## src/common/ipsm_pkg.sv

```systemverilog
// Shared constants for the idle power-state manager.
package ipsm_pkg;
  // ==========================================================================
  // Register byte offsets on the Wishbone slave.
  localparam logic [7:0] IPSM_CTRL      = 8'h00;
  localparam logic [7:0] IPSM_RELOAD_EN = 8'h04;
  localparam logic [7:0] IPSM_DOZE_T    = 8'h08;
  localparam logic [7:0] IPSM_STBY_T    = 8'h0c;
  localparam logic [7:0] IPSM_SUSP_T    = 8'h10;
  localparam logic [7:0] IPSM_DISK_T    = 8'h14;
  localparam logic [7:0] IPSM_STATUS    = 8'h18;
  localparam logic [7:0] IPSM_IRQ_STAT  = 8'h1c;
  localparam logic [7:0] IPSM_IRQ_MASK  = 8'h20;
  // ==========================================================================
  // Control register field positions.
  localparam int CTL_LEVEL_LO   = 0;  // Two bits: saving level.
  localparam int CTL_DOZE_EN    = 2;
  localparam int CTL_STBY_EN    = 3;
  localparam int CTL_SUSP_EN    = 4;
  localparam int CTL_DISK_EN    = 5;
  localparam int CTL_SYNC_BLANK = 6;  // One: sync off plus blank; zero: blank only.
  localparam int CTL_VIDMON_EN  = 7;
  localparam int CTL_SOFTOFF_EN = 8;
  localparam int CTL_RING_EN    = 9;
  localparam int CTL_ALARM_EN   = 10;
  localparam int CTL_RTCIRQ_EN  = 11;
  localparam int CTL_CSLEEP_EN  = 12;
  localparam int CTL_THERM_EN   = 13;
  localparam int CTL_THR_LO     = 16; // Three bits: throttle duty in eighths minus one.
  localparam logic [31:0] CTRL_RESET = 32'h0004_0000; // Saving off, 62.5% duty.
  // ==========================================================================
  // Saving levels.
  localparam logic [1:0] LVL_OFF  = 2'h0;
  localparam logic [1:0] LVL_MIN  = 2'h1;
  localparam logic [1:0] LVL_MAX  = 2'h2;
  localparam logic [1:0] LVL_USER = 2'h3;
  // Preset idle times in ticks; the presets differ only in these delays.
  localparam logic [15:0] MIN_DOZE = 16'h9c40;
  localparam logic [15:0] MIN_STBY = 16'hc350;
  localparam logic [15:0] MIN_SUSP = 16'hea60;
  localparam logic [15:0] MIN_DISK = 16'hea60;
  localparam logic [15:0] MAX_DOZE = 16'h03e8;
  localparam logic [15:0] MAX_STBY = 16'h07d0;
  localparam logic [15:0] MAX_SUSP = 16'h0fa0;
  localparam logic [15:0] MAX_DISK = 16'h0fa0;
  localparam logic [15:0] USER_T_RESET = 16'hea60;
  // IRQ lines usable as reload sources: 3..7 and 9..15.
  localparam logic [15:0] RELOAD_IRQ_OK = 16'hfef8;
  // ==========================================================================
  // Timing: one idle tick is one millisecond of a 125 MHz clock.
  localparam int CLK_PERIOD_NS = 8;
  localparam int TICK_NS       = 1000000;
  localparam int TICK_CYCLES   = TICK_NS / CLK_PERIOD_NS;
  localparam int SOFT_OFF_S    = 4;
  localparam int SOFT_OFF_MS   = SOFT_OFF_S * 1000;
  // Interrupt status bits.
  localparam int EV_DOZE = 0;
  localparam int EV_STBY = 1;
  localparam int EV_SUSP = 2;
  localparam int EV_DISK = 3;
  localparam int EV_WAKE = 4;
  localparam int EV_OFF  = 5;
  localparam int EV_N    = 6;
  // Power states.
  typedef enum logic [2:0] {ST_FULL, ST_DOZE, ST_STBY, ST_SUSP, ST_OFF} ipsm_state_t;
endpackage

```

## src/core/ipsm_top.sv

```systemverilog
// Idle power-state manager with a Wishbone register slave.
// How it works
// RULE_01: Level is off, min, max or user.
// RULE_02: Idle times writable only in user level.
// RULE_03: Each enabled state entered after its idle time.
// RULE_04: Light state slows cpu, all else active.
// RULE_05: Standby slows cpu, disks and video off.
// RULE_06: Suspend halts all but memory refresh.
// RULE_07: Disk timer shuts only the disks.
// RULE_08: Throttle picks slowed fraction, 62.5% selectable.
// RULE_09: Cache sleep in suspend when enabled only.
// RULE_10: Cache sleep low during stop grant.
// RULE_11: Video activity restarts standby timer when enabled.
// RULE_12: Button held 4 s powers board off.
// RULE_13: Serial ring wakes from any state; the code never leaves the off state on a ring.
// RULE_14: Clock alarm wakes when enabled.
// RULE_15: Clock interrupt breaks suspend when enabled.
// RULE_16: Enabled reload events restart standby timer.
// RULE_17: Video off blanks, optionally stops sync.
// RULE_18: Fan running plus thermal enable throttles cpu.
// RULE_19: Wake restores clock, peripherals, timers zero.
//
// The Wishbone slave port and the address map were left to the implementer.
module ipsm_top
  import ipsm_pkg::*;
#(
  parameter int TICK_LEN = ipsm_pkg::TICK_CYCLES  // Clock cycles per idle tick.
) (
  // Clock and reset.
  input  wire logic        ref_clk,
  input  wire logic        sys_rst,
  // Wishbone slave.
  input  wire logic        wb_cyc_i,
  input  wire logic        wb_stb_i,
  input  wire logic        wb_we_i,
  input  wire logic [7:0]  wb_adr_i,
  input  wire logic [3:0]  wb_sel_i,
  input  wire logic [31:0] wb_dat_i,
  output logic      [31:0] wb_dat_o,
  output logic             wb_ack_o,
  // Activity and wake sources.
  input  wire logic        sys_activity,
  input  wire logic        video_activity,
  input  wire logic [15:0] irq_lines,
  input  wire logic        nmi,
  input  wire logic [3:0]  ide_activity,
  input  wire logic        floppy_activity,
  input  wire logic        serial_activity,
  input  wire logic        parallel_activity,
  input  wire logic        ring_detect,
  input  wire logic        rtc_alarm,
  input  wire logic        rtc_irq,
  input  wire logic        power_button_input,
  input  wire logic        fan_on,
  // Processor stop-clock handshake.
  input  wire logic        clk_ctl_ack,
  input  wire logic        stop_grant,
  // Power controls.
  output logic             cpu_slow,
  output logic             cpu_halt,
  output logic             disk_off,
  output logic             video_blank,
  output logic             sync_off,
  output logic             periph_off,
  output logic             mem_refresh_en,
  output logic             cache_sleep,
  output logic             power_off,
  output logic             irq
);
  import ipsm_pkg::*;

  // ==========================================================================
  // Register storage.
  logic [31:0]     ctrl;          // Level, enables and throttle setting.
  logic [22:0]     reload_en;     // Reload enables per source; ide_activity[0] and ide_activity[1] share bit 17.
  logic [15:0]     user_doze;     // User idle times, in ticks.
  logic [15:0]     user_stby;
  logic [15:0]     user_susp;
  logic [15:0]     user_disk;
  logic [EV_N-1:0] irq_stat;      // Sticky events.
  logic [EV_N-1:0] irq_mask;      // One lets the event through.
  ipsm_state_t     state;         // Current power state.
  logic [15:0]     idle_cnt;      // Ticks since last activity.
  logic [15:0]     disk_cnt;      // Ticks since last disk activity.
  logic            disk_down;     // Disk timer has expired.
  logic [31:0]     tick_cnt;      // Prescaler for the tick.
  logic            tick;          // One cycle per tick.
  logic [15:0]     btn_cnt;       // Ticks the button has been held.
  logic [2:0]      phase;         // Throttle phase in eighths.
  logic [EV_N-1:0] ev;            // Events of this cycle.
  logic [15:0]     t_doze;        // Effective idle times.
  logic [15:0]     t_stby;
  logic [15:0]     t_susp;
  logic [15:0]     t_disk;
  logic [31:0]     rd_data;
  ipsm_state_t     next_state;

  wire logic [1:0] level   = ctrl[CTL_LEVEL_LO +: 2];
  wire logic [2:0] thr_sel = ctrl[CTL_THR_LO +: 3];
  wire logic       wb_req  = wb_cyc_i && wb_stb_i && !wb_ack_o;
  wire logic       wb_wr   = wb_req && wb_we_i;

  // Byte-lane merge of a write into a stored word.
  function automatic logic [31:0] merge(input logic [31:0] old, input logic [31:0] dat,
                                        input logic [3:0] sel);
    logic [31:0] r;
    r = old;
    for (int i = 0; i < 4; i++) begin
      if (sel[i]) begin
        r[8*i +: 8] = dat[8*i +: 8];
      end
    end
    return r;
  endfunction

  // Picks the preset or user time for the current level.
  function automatic logic [15:0] pick(input logic [1:0] lv, input logic [15:0] mn,
                                       input logic [15:0] mx, input logic [15:0] us);
    case (lv)
      LVL_MIN:  return mn;
      LVL_MAX:  return mx;
      default:  return us;
    endcase
  endfunction

  // ==========================================================================
  // Effective idle times: presets at min and max levels, user times at user and off levels.
  always_comb begin
    t_doze = pick(level, MIN_DOZE, MAX_DOZE, user_doze); // [RULE_01]
    t_stby = pick(level, MIN_STBY, MAX_STBY, user_stby); // [RULE_01]
    t_susp = pick(level, MIN_SUSP, MAX_SUSP, user_susp);
    t_disk = pick(level, MIN_DISK, MAX_DISK, user_disk);
  end

  // ==========================================================================
  // Activity, reload and wake decoding.
  wire logic [6:0] dev_act = {parallel_activity, serial_activity, floppy_activity,
                              ide_activity};
  wire logic reload_hit = |(irq_lines & reload_en[15:0] & RELOAD_IRQ_OK)
                        | (nmi & reload_en[16])
                        | |(dev_act[6:0] & {reload_en[22:17], 1'b0})
                        | (ide_activity[0] & reload_en[17]); // [RULE_16]
  wire logic vid_hit  = video_activity && ctrl[CTL_VIDMON_EN]; // [RULE_11]
  wire logic ext_wake = (ring_detect && ctrl[CTL_RING_EN])           // [RULE_13]
                      || (rtc_alarm && ctrl[CTL_ALARM_EN])           // [RULE_14]
                      || (rtc_irq && ctrl[CTL_RTCIRQ_EN]);           // [RULE_15]
  // Anything that restarts the idle timer also brings the system back up, except from the off state.
  wire logic wake = sys_activity || reload_hit || vid_hit || ext_wake;
  wire logic disk_act = |ide_activity || wake;

  // ==========================================================================
  // Tick prescaler; long idle times count ticks, not clocks.
  always_ff @(posedge ref_clk or posedge sys_rst) begin
    if (sys_rst) begin
      tick_cnt <= 32'h0000_0000;
      tick     <= 1'b0;
    end else if (tick_cnt == 32'(TICK_LEN - 1)) begin
      tick_cnt <= 32'h0000_0000;
      tick     <= 1'b1;
    end else begin
      tick_cnt <= tick_cnt + 32'h0000_0001;
      tick     <= 1'b0;
    end
  end

  // ==========================================================================
  // Idle counters; a wake clears both so every state starts afresh.
  always_ff @(posedge ref_clk or posedge sys_rst) begin
    if (sys_rst) begin
      idle_cnt <= 16'h0000;
      disk_cnt <= 16'h0000;
    end else begin
      if (wake) begin
        idle_cnt <= 16'h0000; // [RULE_19] [RULE_16] [RULE_11]
      end else if (tick && idle_cnt != 16'hffff) begin
        idle_cnt <= idle_cnt + 16'h0001;
      end
      if (disk_act) begin
        disk_cnt <= 16'h0000;
      end else if (tick && disk_cnt != 16'hffff) begin
        disk_cnt <= disk_cnt + 16'h0001;
      end
    end
  end

  // ==========================================================================
  // Deepest enabled state whose idle time has run out; idle moves only go deeper, a wake returns to full.
  always_comb begin
    next_state = state;
    case (state)
      ST_FULL, ST_DOZE, ST_STBY: begin
        if (level != LVL_OFF) begin
          if (ctrl[CTL_SUSP_EN] && idle_cnt >= t_susp) begin
            next_state = ST_SUSP; // [RULE_03]
          end else if (ctrl[CTL_STBY_EN] && idle_cnt >= t_stby && state != ST_STBY) begin
            next_state = ST_STBY; // [RULE_03]
          end else if (ctrl[CTL_DOZE_EN] && idle_cnt >= t_doze && state == ST_FULL) begin
            next_state = ST_DOZE; // [RULE_03]
          end
        end
        if (wake) begin
          next_state = ST_FULL; // [RULE_19]
        end
      end
      ST_SUSP: begin
        if (wake) begin
          next_state = ST_FULL; // [RULE_19] [RULE_15]
        end
      end
      ST_OFF:  next_state = ST_OFF;
      default: next_state = ST_FULL;
    endcase
    if (btn_cnt >= 16'(SOFT_OFF_MS) && ctrl[CTL_SOFTOFF_EN]) begin
      next_state = ST_OFF; // [RULE_12]
    end
  end

  always_ff @(posedge ref_clk or posedge sys_rst) begin
    if (sys_rst) begin
      state <= ST_FULL;
    end else begin
      state <= next_state;
    end
  end

  // ==========================================================================
  // Power button hold timer; a release restarts the count.
  always_ff @(posedge ref_clk or posedge sys_rst) begin
    if (sys_rst) begin
      btn_cnt <= 16'h0000;
    end else if (!power_button_input || !ctrl[CTL_SOFTOFF_EN]) begin
      btn_cnt <= 16'h0000;
    end else if (tick && btn_cnt < 16'(SOFT_OFF_MS)) begin
      btn_cnt <= btn_cnt + 16'h0001; // [RULE_12]
    end
  end

  // ==========================================================================
  // Disk timer latch, separate from the state ladder.
  always_ff @(posedge ref_clk or posedge sys_rst) begin
    if (sys_rst) begin
      disk_down <= 1'b0;
    end else if (disk_act || level == LVL_OFF || !ctrl[CTL_DISK_EN]) begin
      disk_down <= 1'b0; // [RULE_19]
    end else if (disk_cnt >= t_disk) begin
      disk_down <= 1'b1; // [RULE_07]
    end
  end

  // ==========================================================================
  // Throttle phase: the cpu is slowed for thr_sel+1 eighths of each cycle.
  always_ff @(posedge ref_clk or posedge sys_rst) begin
    if (sys_rst) begin
      phase <= 3'h0;
    end else begin
      phase <= phase + 3'h1;
    end
  end
  wire logic thr_on = (phase <= thr_sel); // [RULE_08]

  // ==========================================================================
  // Power control outputs, all registered.
  always_ff @(posedge ref_clk or posedge sys_rst) begin
    if (sys_rst) begin
      cpu_slow       <= 1'b0;
      cpu_halt       <= 1'b0;
      disk_off       <= 1'b0;
      video_blank    <= 1'b0;
      sync_off       <= 1'b0;
      periph_off     <= 1'b0;
      mem_refresh_en <= 1'b1;
      cache_sleep    <= 1'b0;
      power_off      <= 1'b0;
    end else begin
      // Light and standby states slow the cpu; thermal throttling may add to it.
      cpu_slow <= ((state == ST_DOZE || state == ST_STBY) && thr_on)      // [RULE_04] [RULE_05]
                || (state == ST_FULL && ctrl[CTL_THERM_EN] && fan_on && thr_on); // [RULE_18]
      cpu_halt    <= (state == ST_SUSP || state == ST_OFF); // [RULE_06]
      disk_off    <= (state == ST_STBY || state == ST_SUSP || disk_down); // [RULE_05] [RULE_07]
      video_blank <= (state == ST_STBY || state == ST_SUSP); // [RULE_17]
      sync_off    <= (state == ST_STBY || state == ST_SUSP) && ctrl[CTL_SYNC_BLANK]; // [RULE_17]
      periph_off  <= (state == ST_SUSP || state == ST_OFF); // [RULE_06]
      // Refresh keeps running in suspend so memory contents survive.
      mem_refresh_en <= (state != ST_OFF); // [RULE_06]
      // The cache cannot be snooped while asleep, so stop grant forces it awake.
      cache_sleep <= ctrl[CTL_CSLEEP_EN] && state == ST_SUSP && clk_ctl_ack // [RULE_09]
                   && !stop_grant; // [RULE_10]
      power_off   <= (state == ST_OFF); // [RULE_12]
    end
  end

  // ==========================================================================
  // Events for the interrupt status.
  always_comb begin
    ev          = '0;
    ev[EV_DOZE] = (next_state == ST_DOZE) && (state != ST_DOZE);
    ev[EV_STBY] = (next_state == ST_STBY) && (state != ST_STBY);
    ev[EV_SUSP] = (next_state == ST_SUSP) && (state != ST_SUSP);
    ev[EV_DISK] = !disk_down && !disk_act && level != LVL_OFF && ctrl[CTL_DISK_EN]
                  && disk_cnt >= t_disk;
    ev[EV_WAKE] = (next_state == ST_FULL) && (state != ST_FULL);
    ev[EV_OFF]  = (next_state == ST_OFF) && (state != ST_OFF);
  end

  // ==========================================================================
  // Register writes; user times accept writes only at the user level.
  always_ff @(posedge ref_clk or posedge sys_rst) begin
    if (sys_rst) begin
      ctrl      <= CTRL_RESET;
      reload_en <= '0;
      user_doze <= USER_T_RESET;
      user_stby <= USER_T_RESET;
      user_susp <= USER_T_RESET;
      user_disk <= USER_T_RESET;
      irq_mask  <= '0;
    end else if (wb_wr) begin
      case (wb_adr_i)
        IPSM_CTRL:      ctrl      <= merge(ctrl, wb_dat_i, wb_sel_i) & 32'h0007_3fff;
        IPSM_RELOAD_EN: reload_en <= 23'(merge(32'(reload_en), wb_dat_i, wb_sel_i));
        IPSM_IRQ_MASK:  irq_mask  <= EV_N'(merge(32'(irq_mask), wb_dat_i, wb_sel_i));
        IPSM_DOZE_T: begin
          if (level == LVL_USER) begin
            user_doze <= 16'(merge(32'(user_doze), wb_dat_i, wb_sel_i)); // [RULE_02]
          end
        end
        IPSM_STBY_T: begin
          if (level == LVL_USER) begin
            user_stby <= 16'(merge(32'(user_stby), wb_dat_i, wb_sel_i)); // [RULE_02]
          end
        end
        IPSM_SUSP_T: begin
          if (level == LVL_USER) begin
            user_susp <= 16'(merge(32'(user_susp), wb_dat_i, wb_sel_i)); // [RULE_02]
          end
        end
        IPSM_DISK_T: begin
          if (level == LVL_USER) begin
            user_disk <= 16'(merge(32'(user_disk), wb_dat_i, wb_sel_i)); // [RULE_02]
          end
        end
        default: ;
      endcase
    end
  end

  // ==========================================================================
  // Sticky status: a new event wins over a write-one clear in the same cycle.
  always_ff @(posedge ref_clk or posedge sys_rst) begin
    if (sys_rst) begin
      irq_stat <= '0;
    end else if (wb_wr && wb_adr_i == IPSM_IRQ_STAT && wb_sel_i[0]) begin
      irq_stat <= (irq_stat & ~wb_dat_i[EV_N-1:0]) | ev;
    end else begin
      irq_stat <= irq_stat | ev;
    end
  end

  always_ff @(posedge ref_clk or posedge sys_rst) begin
    if (sys_rst) begin
      irq <= 1'b0;
    end else begin
      irq <= |(irq_stat & irq_mask);
    end
  end

  // ==========================================================================
  // Read mux; unmapped offsets read zero.
  always_comb begin
    case (wb_adr_i)
      IPSM_CTRL:      rd_data = ctrl;
      IPSM_RELOAD_EN: rd_data = 32'(reload_en);
      IPSM_DOZE_T:    rd_data = {16'h0000, t_doze};
      IPSM_STBY_T:    rd_data = {16'h0000, t_stby};
      IPSM_SUSP_T:    rd_data = {16'h0000, t_susp};
      IPSM_DISK_T:    rd_data = {16'h0000, t_disk};
      IPSM_STATUS:    rd_data = {12'h000, disk_down, state, idle_cnt};
      IPSM_IRQ_STAT:  rd_data = 32'(irq_stat);
      IPSM_IRQ_MASK:  rd_data = 32'(irq_mask);
      default:        rd_data = 32'h0000_0000;
    endcase
  end

  // Every request, mapped or not, is acknowledged one cycle after it arrives.
  always_ff @(posedge ref_clk or posedge sys_rst) begin
    if (sys_rst) begin
      wb_ack_o <= 1'b0;
      wb_dat_o <= 32'h0000_0000;
    end else begin
      wb_ack_o <= wb_req;
      wb_dat_o <= wb_req ? rd_data : 32'h0000_0000;
    end
  end
endmodule

```

## config.mk

```make
export PLATFORM = sky130hd
export DESIGN_NAME = ipsm_top
export DESIGN_NICKNAME = d
export VERILOG_FILES = /design/src/common/ipsm_pkg.sv /design/src/core/ipsm_top.sv
export SDC_FILE = /design/constraint.sdc
export NUM_CORES = 1
export LEC_CHECK = 0
export ABC_AREA = 1
export BUFFER_PORTS_ARGS = -buffer_cell sky130_fd_sc_hd__buf_2
export CORE_AREA = 2 2 152 154
export DETAILED_ROUTE_END_ITERATION = 12
export DIE_AREA = 0 0 154 156
export GPL_TIMING_DRIVEN = 0
export PLACE_DENSITY = 0.8
export SKIP_LAST_GASP = 1
export SYNTH_ARGS = -nofsm -noshare
export SYNTH_HDL_FRONTEND = slang
export SYNTH_SLANG_ARGS = --single-unit
export TNS_END_PERCENT = 100
```

## constraint.sdc

```tcl
create_clock -name ref_clk -period 9 [get_ports ref_clk]
set_clock_uncertainty 0.1 [all_clocks]
set_input_delay 1.8 -clock ref_clk [delete_from_list [all_inputs] [get_ports ref_clk]]
set_output_delay 1.8 -clock ref_clk [all_outputs]
set_load 0.01 [all_outputs]
```

* Yosys cells after proc, flatten, opt, wreduce, memory -nomap -nowiden
Index checks and enable logic that the tools add are counted.
** Word-level totals
- Register bits after elaboration :: 246
- Bits of input ports :: 82
- Output and inout bits :: 43
- Word-level logic and storage cells :: 196
** Operators by class
- Add/sub/neg operators :: 5
- Order comparisons :: 7
- Equality and inequality tests :: 26
- Mux-type cells :: 25
- Bitwise logic cells :: 12
- Reductions and logical operators :: 86
** Operator list (count)
- one-hot mux 23 bit (9 select lines) :: 1
- one-hot mux 16 bit (2 select lines) :: 4
- 2-to-1 mux 16 bit :: 6
- greater-or-equal comparator 16 bit :: 4
- 2-to-1 mux 32 bit :: 2
- adder 16 x 1 -> 16 bit, second input constant :: 3
- logical AND 1 bit :: 35
- adder 32 x 1 -> 32 bit, second input constant :: 1
- == test 32 x 17 -> 1 bit, second input constant :: 1
- == test 8 x 5 -> 1 bit, second input constant :: 4
- != test 16 bit, second input constant :: 2
- AND reduction 4 bit :: 8
- 2-to-1 mux 3 bit :: 7
- AND reduction 3 bit :: 7
- bitwise AND 16 bit :: 1
- == test 8 x 4 -> 1 bit, second input constant :: 2
- greater-or-equal comparator 16 x 12 -> 1 bit, second input constant :: 1
- < comparator 16 x 12 -> 1 bit, second input constant :: 1
- logical OR 1 bit :: 14
- bitwise AND 6 bit :: 2
- == test 3 x 2 -> 1 bit, second input constant :: 4
- OR 6 bit :: 2
- OR reduction 12 bit :: 1
- nonzero test 2 bit :: 5
- other kinds (27) :: 43

* Longest topological paths before layout
Gate-level depths: netlist of run 1.
- Depth after elaboration :: 16
- Mapped depth :: 22
- Gate-level depth less buffers :: 21

* Worst setup path before layout of run 1
OpenSTA, ideal clock, no wires.
- Kind :: input to register
- From :: in wb_adr_i[7]
- To :: reg user_disk[0]
- Setup time :: 0.124 ns
- Arrival time :: 2.830 ns
- Slack :: 5.946 ns
- Stages on the path :: 11
- Buffers on the path :: 1
- Path through :: nor2_2 nand2_2 nor2_4 inv_2 nor2_4 inv_2 nor2_2 nand2_2 buf_6 nand2_1 o21ai_1
** On the way
- Longest elaborated chain between the ends :: 2
** Ends and longest elaborated chain
- start: declaration :: RTL line ipsm_top.sv:36 : input wire logic [7:0] wb_adr_i,
- == test 8 x 5 -> 1 bit :: RTL line ipsm_top.sv:317 : case (wb_adr_i)
- AND reduction 4 bit (no line)
- end signal: assignment :: RTL line ipsm_top.sv:338 : user_disk <= 16'(merge(32'(user_disk), wb_dat_i, wb_sel_i));
- end: declaration :: RTL line ipsm_top.sv:79 : logic [15:0] user_disk;
No other way between the ends.
A chain may end at the register's enable or synchronous reset.

* Final worst setup path of run 1
- From :: reg ctrl[1]
- To :: reg irq_stat[4]
** On the way
- Longest elaborated chain between the ends :: 16
- Elaborated cells between the ends (all ways) :: 26
** Ends and longest elaborated chain
- start: declaration :: RTL line ipsm_top.sv:74 : logic [31:0] ctrl;
- start signal: assignment :: RTL line ipsm_top.sv:318 : IPSM_CTRL: ctrl <= merge(ctrl, wb_dat_i, wb_sel_i) & 32'h0007_3fff;
- == test 2 bit / == test 2 x 1 -> 1 bit (equally long branches) :: RTL line ipsm_top.sv:119 : case (lv)
- one-hot mux 16 bit (2 select lines) :: RTL line ipsm_top.sv:119
- greater-or-equal comparator 16 bit :: RTL line ipsm_top.sv:197 : end else if (ctrl[CTL_DOZE_EN] && idle_cnt >= t_doze && state == ST_FULL) begin
- logical AND 1 bit (2 in a row) :: RTL line ipsm_top.sv:197
- 2-to-1 mux 3 bit :: RTL line ipsm_top.sv:197
- 2-to-1 mux 3 bit :: RTL line ipsm_top.sv:195 : end else if (ctrl[CTL_STBY_EN] && idle_cnt >= t_stby && state != ST_STBY) begin
- 2-to-1 mux 3 bit :: RTL line ipsm_top.sv:193 : if (ctrl[CTL_SUSP_EN] && idle_cnt >= t_susp) begin
- 2-to-1 mux 3 bit (*) :: RTL line ipsm_top.sv:192 : if (level != LVL_OFF) begin
- 2-to-1 mux 3 bit (*) :: RTL line ipsm_top.sv:201 : if (wake) begin
- one-hot mux 3 bit (3 select lines) (*) :: RTL line ipsm_top.sv:190 : case (state)
- 2-to-1 mux 3 bit (*) :: RTL line ipsm_top.sv:213 : if (btn_cnt >= 16'(SOFT_OFF_MS) && ctrl[CTL_SOFTOFF_EN]) begin
- zero test 3 bit (*) :: RTL line ipsm_top.sv:301 : ev[EV_WAKE] = (next_state == ST_FULL) && (state != ST_FULL);
- logical AND 1 bit (*) :: RTL line ipsm_top.sv:301
- OR 6 bit (on tied branches) :: RTL line ipsm_top.sv:354, ipsm_top.sv:352
- 2-to-1 mux 6 bit (*) :: RTL line ipsm_top.sv:351 : end else if (wb_wr && wb_adr_i == IPSM_IRQ_STAT && wb_sel_i[0]) begin
- end signal: assignment :: RTL line ipsm_top.sv:352 : irq_stat <= (irq_stat & ~wb_dat_i[EV_N-1:0]) | ev;
- end signal: assignment :: RTL line ipsm_top.sv:354 : irq_stat <= irq_stat | ev;
- end: declaration :: RTL line ipsm_top.sv:80 : logic [EV_N-1:0] irq_stat;
Every way passes the cells marked *; elsewhere a longest branch is shown, timed or not.

==> results of run 1 <==
[flip-flops by register name, summed over array words and instances (netlist names), 3 cells and up]
| signal | cells |
|---|---|
| user_disk | 16 |
| state | 3 |
| phase | 3 |
| ctrl | 17 |
| irq_mask | 6 |
| disk_cnt | 16 |
| btn_cnt | 16 |
| irq_stat | 6 |
| user_susp | 16 |
| idle_cnt | 16 |
| user_doze | 16 |
| user_stby | 16 |
| tick_cnt | 32 |
| reload_en | 23 |
| wb_dat_o | 23 |
[where the power goes]
group / switching, mW / internal, mW
registers: 0.00206 / 1.07
clock network: 0.443 / 0.634
logic: 0.0593 / 0.0233
total: 0.505 / 1.73
[worst paths after layout]
check                      startpoint     endpoint  slack (ns)  cells past startpoint
min reg2reg                  phase[0]     phase[0]        0.35                      1
min                          phase[0]     phase[0]        0.35                      1
max in group asynchronous     sys_rst   btn_cnt[0]        6.42                      3
min in group asynchronous     sys_rst  irq_stat[2]        1.28                      2
max reg2reg                   ctrl[1]  irq_stat[4]        5.15                     17
max                           ctrl[1]  irq_stat[4]        5.15                     17
[logic make-up (layout without fill, tap and decap cells)]
group / after synthesis / in the layout / share of synthesized area, %
AND/OR/NAND/NOR: 693 / 693 / 23.7
AO/OA/AOI/OAI: 339 / 339 / 14.0
flip-flops: 237 / 237 / 45.0
XOR/XNOR: 25 / 25 / 1.65
multiplexers: 1 / 1 / 0.0849
buffers and inverters: 267 / 417 / 8.17
adder cells (fa/ha/maj): 78 / 78 / 7.36
other: 1 / 9 / 0.0283
[metal layers]
layer,wire length [µm],vias to the layer above
met5,0,-
met4,1300,0
met3,3200,93
met2,17100,527
met1,16900,5638
li1,-,5698
[worst max-delay path: cells and delay by family (launching register included)]
family	cells	cell delay [ns]
AND/OR/NAND/NOR	11	1.36
buffers and inverters	3	0.86
adder cells (fa/ha/maj)	2	0.65
flip-flops	1	0.49
AO/OA/AOI/OAI	1	0.27
[through the flow]
stage               util, %  cells  TNS, ns  cell area [µm²]
floorplan                 -   1649        0            13300
global placement       63.3   2035  -341.52            14200
detailed placement     63.4   2036        0            14200
CTS                    67.3   2084        0            15100
global route           67.3   2084        0            15100
finish                 67.3   2084        0            15100
[cells in the final DEF (no fill, tap or decap), drive strengths merged, types with 5 or more instances in the layout]
cell / Yosys / layout
o21ai: 187 / 187
o22ai: 29 / 29
nand4: 33 / 33
a211oi: 5 / 5
nor2: 121 / 121
xor2: 22 / 22
nand3: 60 / 60
nor4: 24 / 24
o21a: 5 / 5
clkbuf: 17 / 56
inv: 221 / 222
conb: 1 / 9
clkinv: 0 / 7
dfstp: 30 / 30
buf: 29 / 131
nand2: 399 / 399
a21oi: 85 / 85
nor3: 47 / 47
ha: 78 / 78
a31oi: 6 / 6
dfrtp: 207 / 207
[area by class of cell]
type	instances	area [µm²]
Fill cell	1888	7310
Multi-Input combinational cell	1145	6240
Sequential cell	237	5970
Inverter	221	840
Clock buffer	39	791
Timing Repair Buffer	102	533
Tap cell	285	357
Buffer	46	251
Clock inverter	9	73.8
==> metrics, run 1 <==
Die Wd=154 µm; DPL Wire Length=29.2 mm; clock-pin slew on the worst setup and hold paths=0.07 ns; CTS sink count=237; Min-Delay Path Class=reg -> reg; leading area contributor after synthesis=dfrtp_1; Synth top area share=39.1%; count of pins over their slew limit=0; first-pass GRT wire length=60.7 mm; routed len/inst=18.5 µm; Arr. time, crit path=4.17 ns; Routed WL=38.5 mm; number of synthesized register bits=237; Worst Setup Start Kind=flip-flop; Tmin final=3.85 ns; DR iter-0 viols=1,186; cells after synthesis=1,641; Fmax=260 MHz; port bufs=101; # DRC=0; slowest stage delay, CP=0.57 ns; cell area after synthesis=13,300 µm²; Congestion Overflow GR=0; vias in the first global route=11,333; CTS buffer count=26; leading cell types by total area after synthesis=dfrtp_1, nand2_1, ha_1; syn avg cell area=8.08 µm²; sequential share of the synthesized area=45.0%; largest net degree at the start of global routing=131; pwr dens=148 nW/µm²; Hold-fix buffers, CTS=0; RD Place Congestion=1.01; Total GRT Usage=32.2%; P&R area growth vs syn=13.5%; Total Power=2.23 mW; yosys warns=0; count of final setup violators=0; clock root buffer=clkbuf_16; Yosys cell types=55; EDFF count, synth=0; Static Leak=7.24 nW; GR Util met1=46.7%; maximum VDD drop=0.000183 V; die area=24,000 µm²; CTS max path bufs=3; Tcrit/Tclk final=42.8%; DR vias=11,956; RSZ-0062 raised after global routing=false; Post-CTS Setup Bufs=0; final hold violation count=0; type of the worst setup path=reg -> reg; crit path max fanout=10; worst skew pair latency=0.54 ns; hold slack final=0.349 ns; ANT cells=0; share of cells above drive strength 1=15.1%; M2 GR Usage=49.2%; CP Data Required Time=9.32 ns; # IOs=125; top_reg_cell synth=dfrtp_1; Worst-Margin Slew=0.962 ns; final antenna-violating net count=0; max-cap violation count=0; die height=156 µm; most frequent cell after synthesis=nand2_1; H-tree levels=1; Initial Util=59.3%; number of iterations in the first detailed-routing pass=8; antenna violations before repair=0; Post-synth top cells=nand2_1, inv_1, dfrtp_1; CP max stage cell=clkbuf_1; Core Region=22,400 µm²; post_cts resized=0; cells along the critical path=inv_1, ha_1, buf_4, clkbuf_1, o21ai_0, ha_1, nand2_1, nor3_1, nand3_1, nand3_1, nand2_1, nand2_1, nand2_1, nand2_1, nand2_1, nand3_1, nand2_1; worst rel slew slack=35.3%; post-place setup slack=5.13 ns; TritonCTS clock tree=built; drt via density=5.74; met3 usage=5.28%; most frequent CP cell=nand2_1; status=complete, no violations; CP endpoint kind=flip-flop; PnR worst setup slack=5.15 ns; GRT busiest layer=met2; row count=55; Net count, final=1,939; ys async rst share=100%
No activity file was read; power rests on OpenSTA's default activity.
==> run 2: changes to the inputs <==
==> constraint.sdc (replaced) <==
create_clock -name ref_clk -period 4 [get_ports ref_clk]
set_clock_uncertainty 0.1 [all_clocks]
set_input_delay 0.8 -clock ref_clk [delete_from_list [all_inputs] [get_ports ref_clk]]
set_output_delay 0.8 -clock ref_clk [all_outputs]
set_load 0.01 [all_outputs]
==> run 2 against run 1 <==
Global-route usage grew 0.39 points. Die area stayed put. Core utilization is 0.62 points higher. Cell count grew 0.19%. Sequential power increased by 130%. Via count fell by 0.11%. Worst setup slack got worse by 4.8 ns. Design area up 0.91%. Count of clock-buffer cells in the layout rose by 2. Non-clock buffer count grew 5. Critical endpoint unchanged. Largest cell class unchanged.
==> metrics, run 2 (synthesized netlist as in run 1, its figures left out) <==
drt via density=5.72; Worst R2R Start=ctrl[0]; # IOs=125; ANT cells=0; Biggest register=tick_cnt; Core Region=22,400 µm²; Min-Delay Path Class=in -> async; count of pins over their slew limit=0; Largest register FFs=32; clock root buffer=clkbuf_16; Initial Util=59.3%; Congestion Overflow GR=0; TritonCTS clock tree=built; worst skew pair latency=0.54 ns; Die Wd=154 µm; CTS sink count=237; DPL Wire Length=29.6 mm; slowest stage delay, CP=0.47 ns; top flop regs=tick_cnt (32), reload_en (23), wb_dat_o (23); DR vias=11,943; CP bufs+invs=5; setup TNS=0 ns; first-pass GRT wire length=61.4 mm; Post-CTS Setup Bufs=0; row count=55; timing startpoint of the critical path=ctrl[0]; max-cap violation count=0; Static Leak=7.30 nW; non-filler cells, final=2,088; most frequent cells in the layout=nand2_1, inv_1, dfrtp_1; CP Data Required Time=4.32 ns; DR iter-0 viols=1,175; Total GRT Usage=32.6%; P&R area growth vs syn=14.6%; most common cell after layout, fill and taps aside=nand2_1; number of iterations in the first detailed-routing pass=6; type of the worst setup path=reg -> reg; cells along the critical path=inv_1, ha_1, buf_4, inv_2, clkbuf_1, a21oi_1, ha_1, nand2_1, inv_1, nand3_1, nor3_1, nand2_1, nand3_1, nand2_1, nand2_1, nand2_1, nand2_1, nand2_1, nand3_1, nand2_1; # DRC=0; pwr dens=338 nW/µm²; Worst path top cell family by delay=simple AND/OR/NAND/NOR gates; largest net degree at the start of global routing=46; clock-pin slew on the worst setup and hold paths=0.06 ns; CTS buffer count=26; count of final setup violators=0; CP max stage cell=dfrtp_1; placed insts=2,041; vias in the first global route=11,388; maximum VDD drop=0.000288 V; crit path max fanout=10; worst rel slew slack=40.0%; Worst-Margin Slew=0.891 ns; status=complete, no violations; reg-to-reg slack, setup=0.32 ns; share of cells above drive strength 1=15.5%; Tmin final=3.68 ns; Fmax=272 MHz; Worst Setup Start Kind=flip-flop; most frequent CP cell=nand2_1; final hold violation count=0; port bufs=101; RD Place Congestion=0.976; final antenna-violating net count=0; antenna violations before repair=0; routed len/inst=18.6 µm; Net count, final=1,944; Tcrit/Tclk final=92.1%; CP endpoint kind=flip-flop; Arr. time, crit path=4.01 ns; RSZ-0062 raised after global routing=false; die area=24,000 µm²; die height=156 µm; Hold-fix buffers, CTS=0; H-tree levels=1; CTS max path bufs=3; Routed WL=38.8 mm
run 2: cell count changes in the layout (fill, tap and decap cells not counted), moves of 2 or more:
| cell | change |
|---|---|
| buf_12 | +6 |
| clkbuf_8 | +2 |
| clkbuf_2 | +2 |
| clkbuf_1 | -2 |
| clkinv_2 | -5 |
run 2: per-stage QoR:
stage                     utilization [%]  total power, mW  hold slack, ns  setup WS (ns)  area (µm²)
after floorplan                         -             2.55           0.318         0.0186       13300
after detailed placement             63.8             2.65           0.353          0.355       14300
after CTS                            67.9             5.14           0.161          0.342       15200
final                                67.9             5.13           0.153          0.318       15200
after global placement               63.3             2.63           0.334          -1.30       14200
after global routing                 67.9             5.28           0.190         0.0830       15200
run 2: path summary, 6_finish.rpt:
check | to | cells past startpoint
max | irq_stat[4] | 20
min | tick_cnt[1] | 2
max reg2reg | irq_stat[4] | 20
min reg2reg | phase[0] | 1
max in group asynchronous | user_doze[6] | 5
min in group ref_clk | cache_sleep | 2
run 2: power breakdown:
group | switching, mW | leakage [nW] | internal (mW) | total [mW]
logic | 0.136 | 3.69 | 0.0616 | 0.197
clock network | 0.998 | 0.448 | 1.53 | 2.53
registers | 0.00491 | 3.16 | 2.40 | 2.41
total | 1.14 | 7.30 | 3.99 | 5.13
run 2: repair_timing:
| action | 4_1_cts | 5_1_grt |
|---|---|---|
| gates resized for setup | 0 | 5 |
| setup endpoints to repair | 0 | 2 |
| endpoints found under the hold margin | 0 | 0 |
run 2: worst reg2reg max path: cells and delay by family (launching register included):
family                     cells  cell delay [ns]
adders and majority gates      2             0.63
and+or+nand+nor               12             1.23
DFF                            1             0.47
buffers and inverters          5             0.94
AOI/OAI and AO/OA              1             0.19
run 2: area by class of cell:
| type | instances | area, µm² |
|---|---|---|
| clock buffers | 41 | 818 |
| clock inverters | 6 | 87.6 |
| inverters | 221 | 836 |
| well taps | 285 | 357 |
| multi-input cells | 1145 | 6240 |
| flip-flops and latches | 237 | 5970 |
| plain buffers | 46 | 254 |
| fillers | 1890 | 7180 |
| repair buffers | 107 | 626 |
run 2: per-layer routing:
layer	GRT usage [%]	wire (µm)	vias up
li1	-	-	5721
met1	47.3	17100	5635
met2	50.3	17100	488
met3	4.78	3100	99
met4	11.6	1480	0
met5	0	0	-
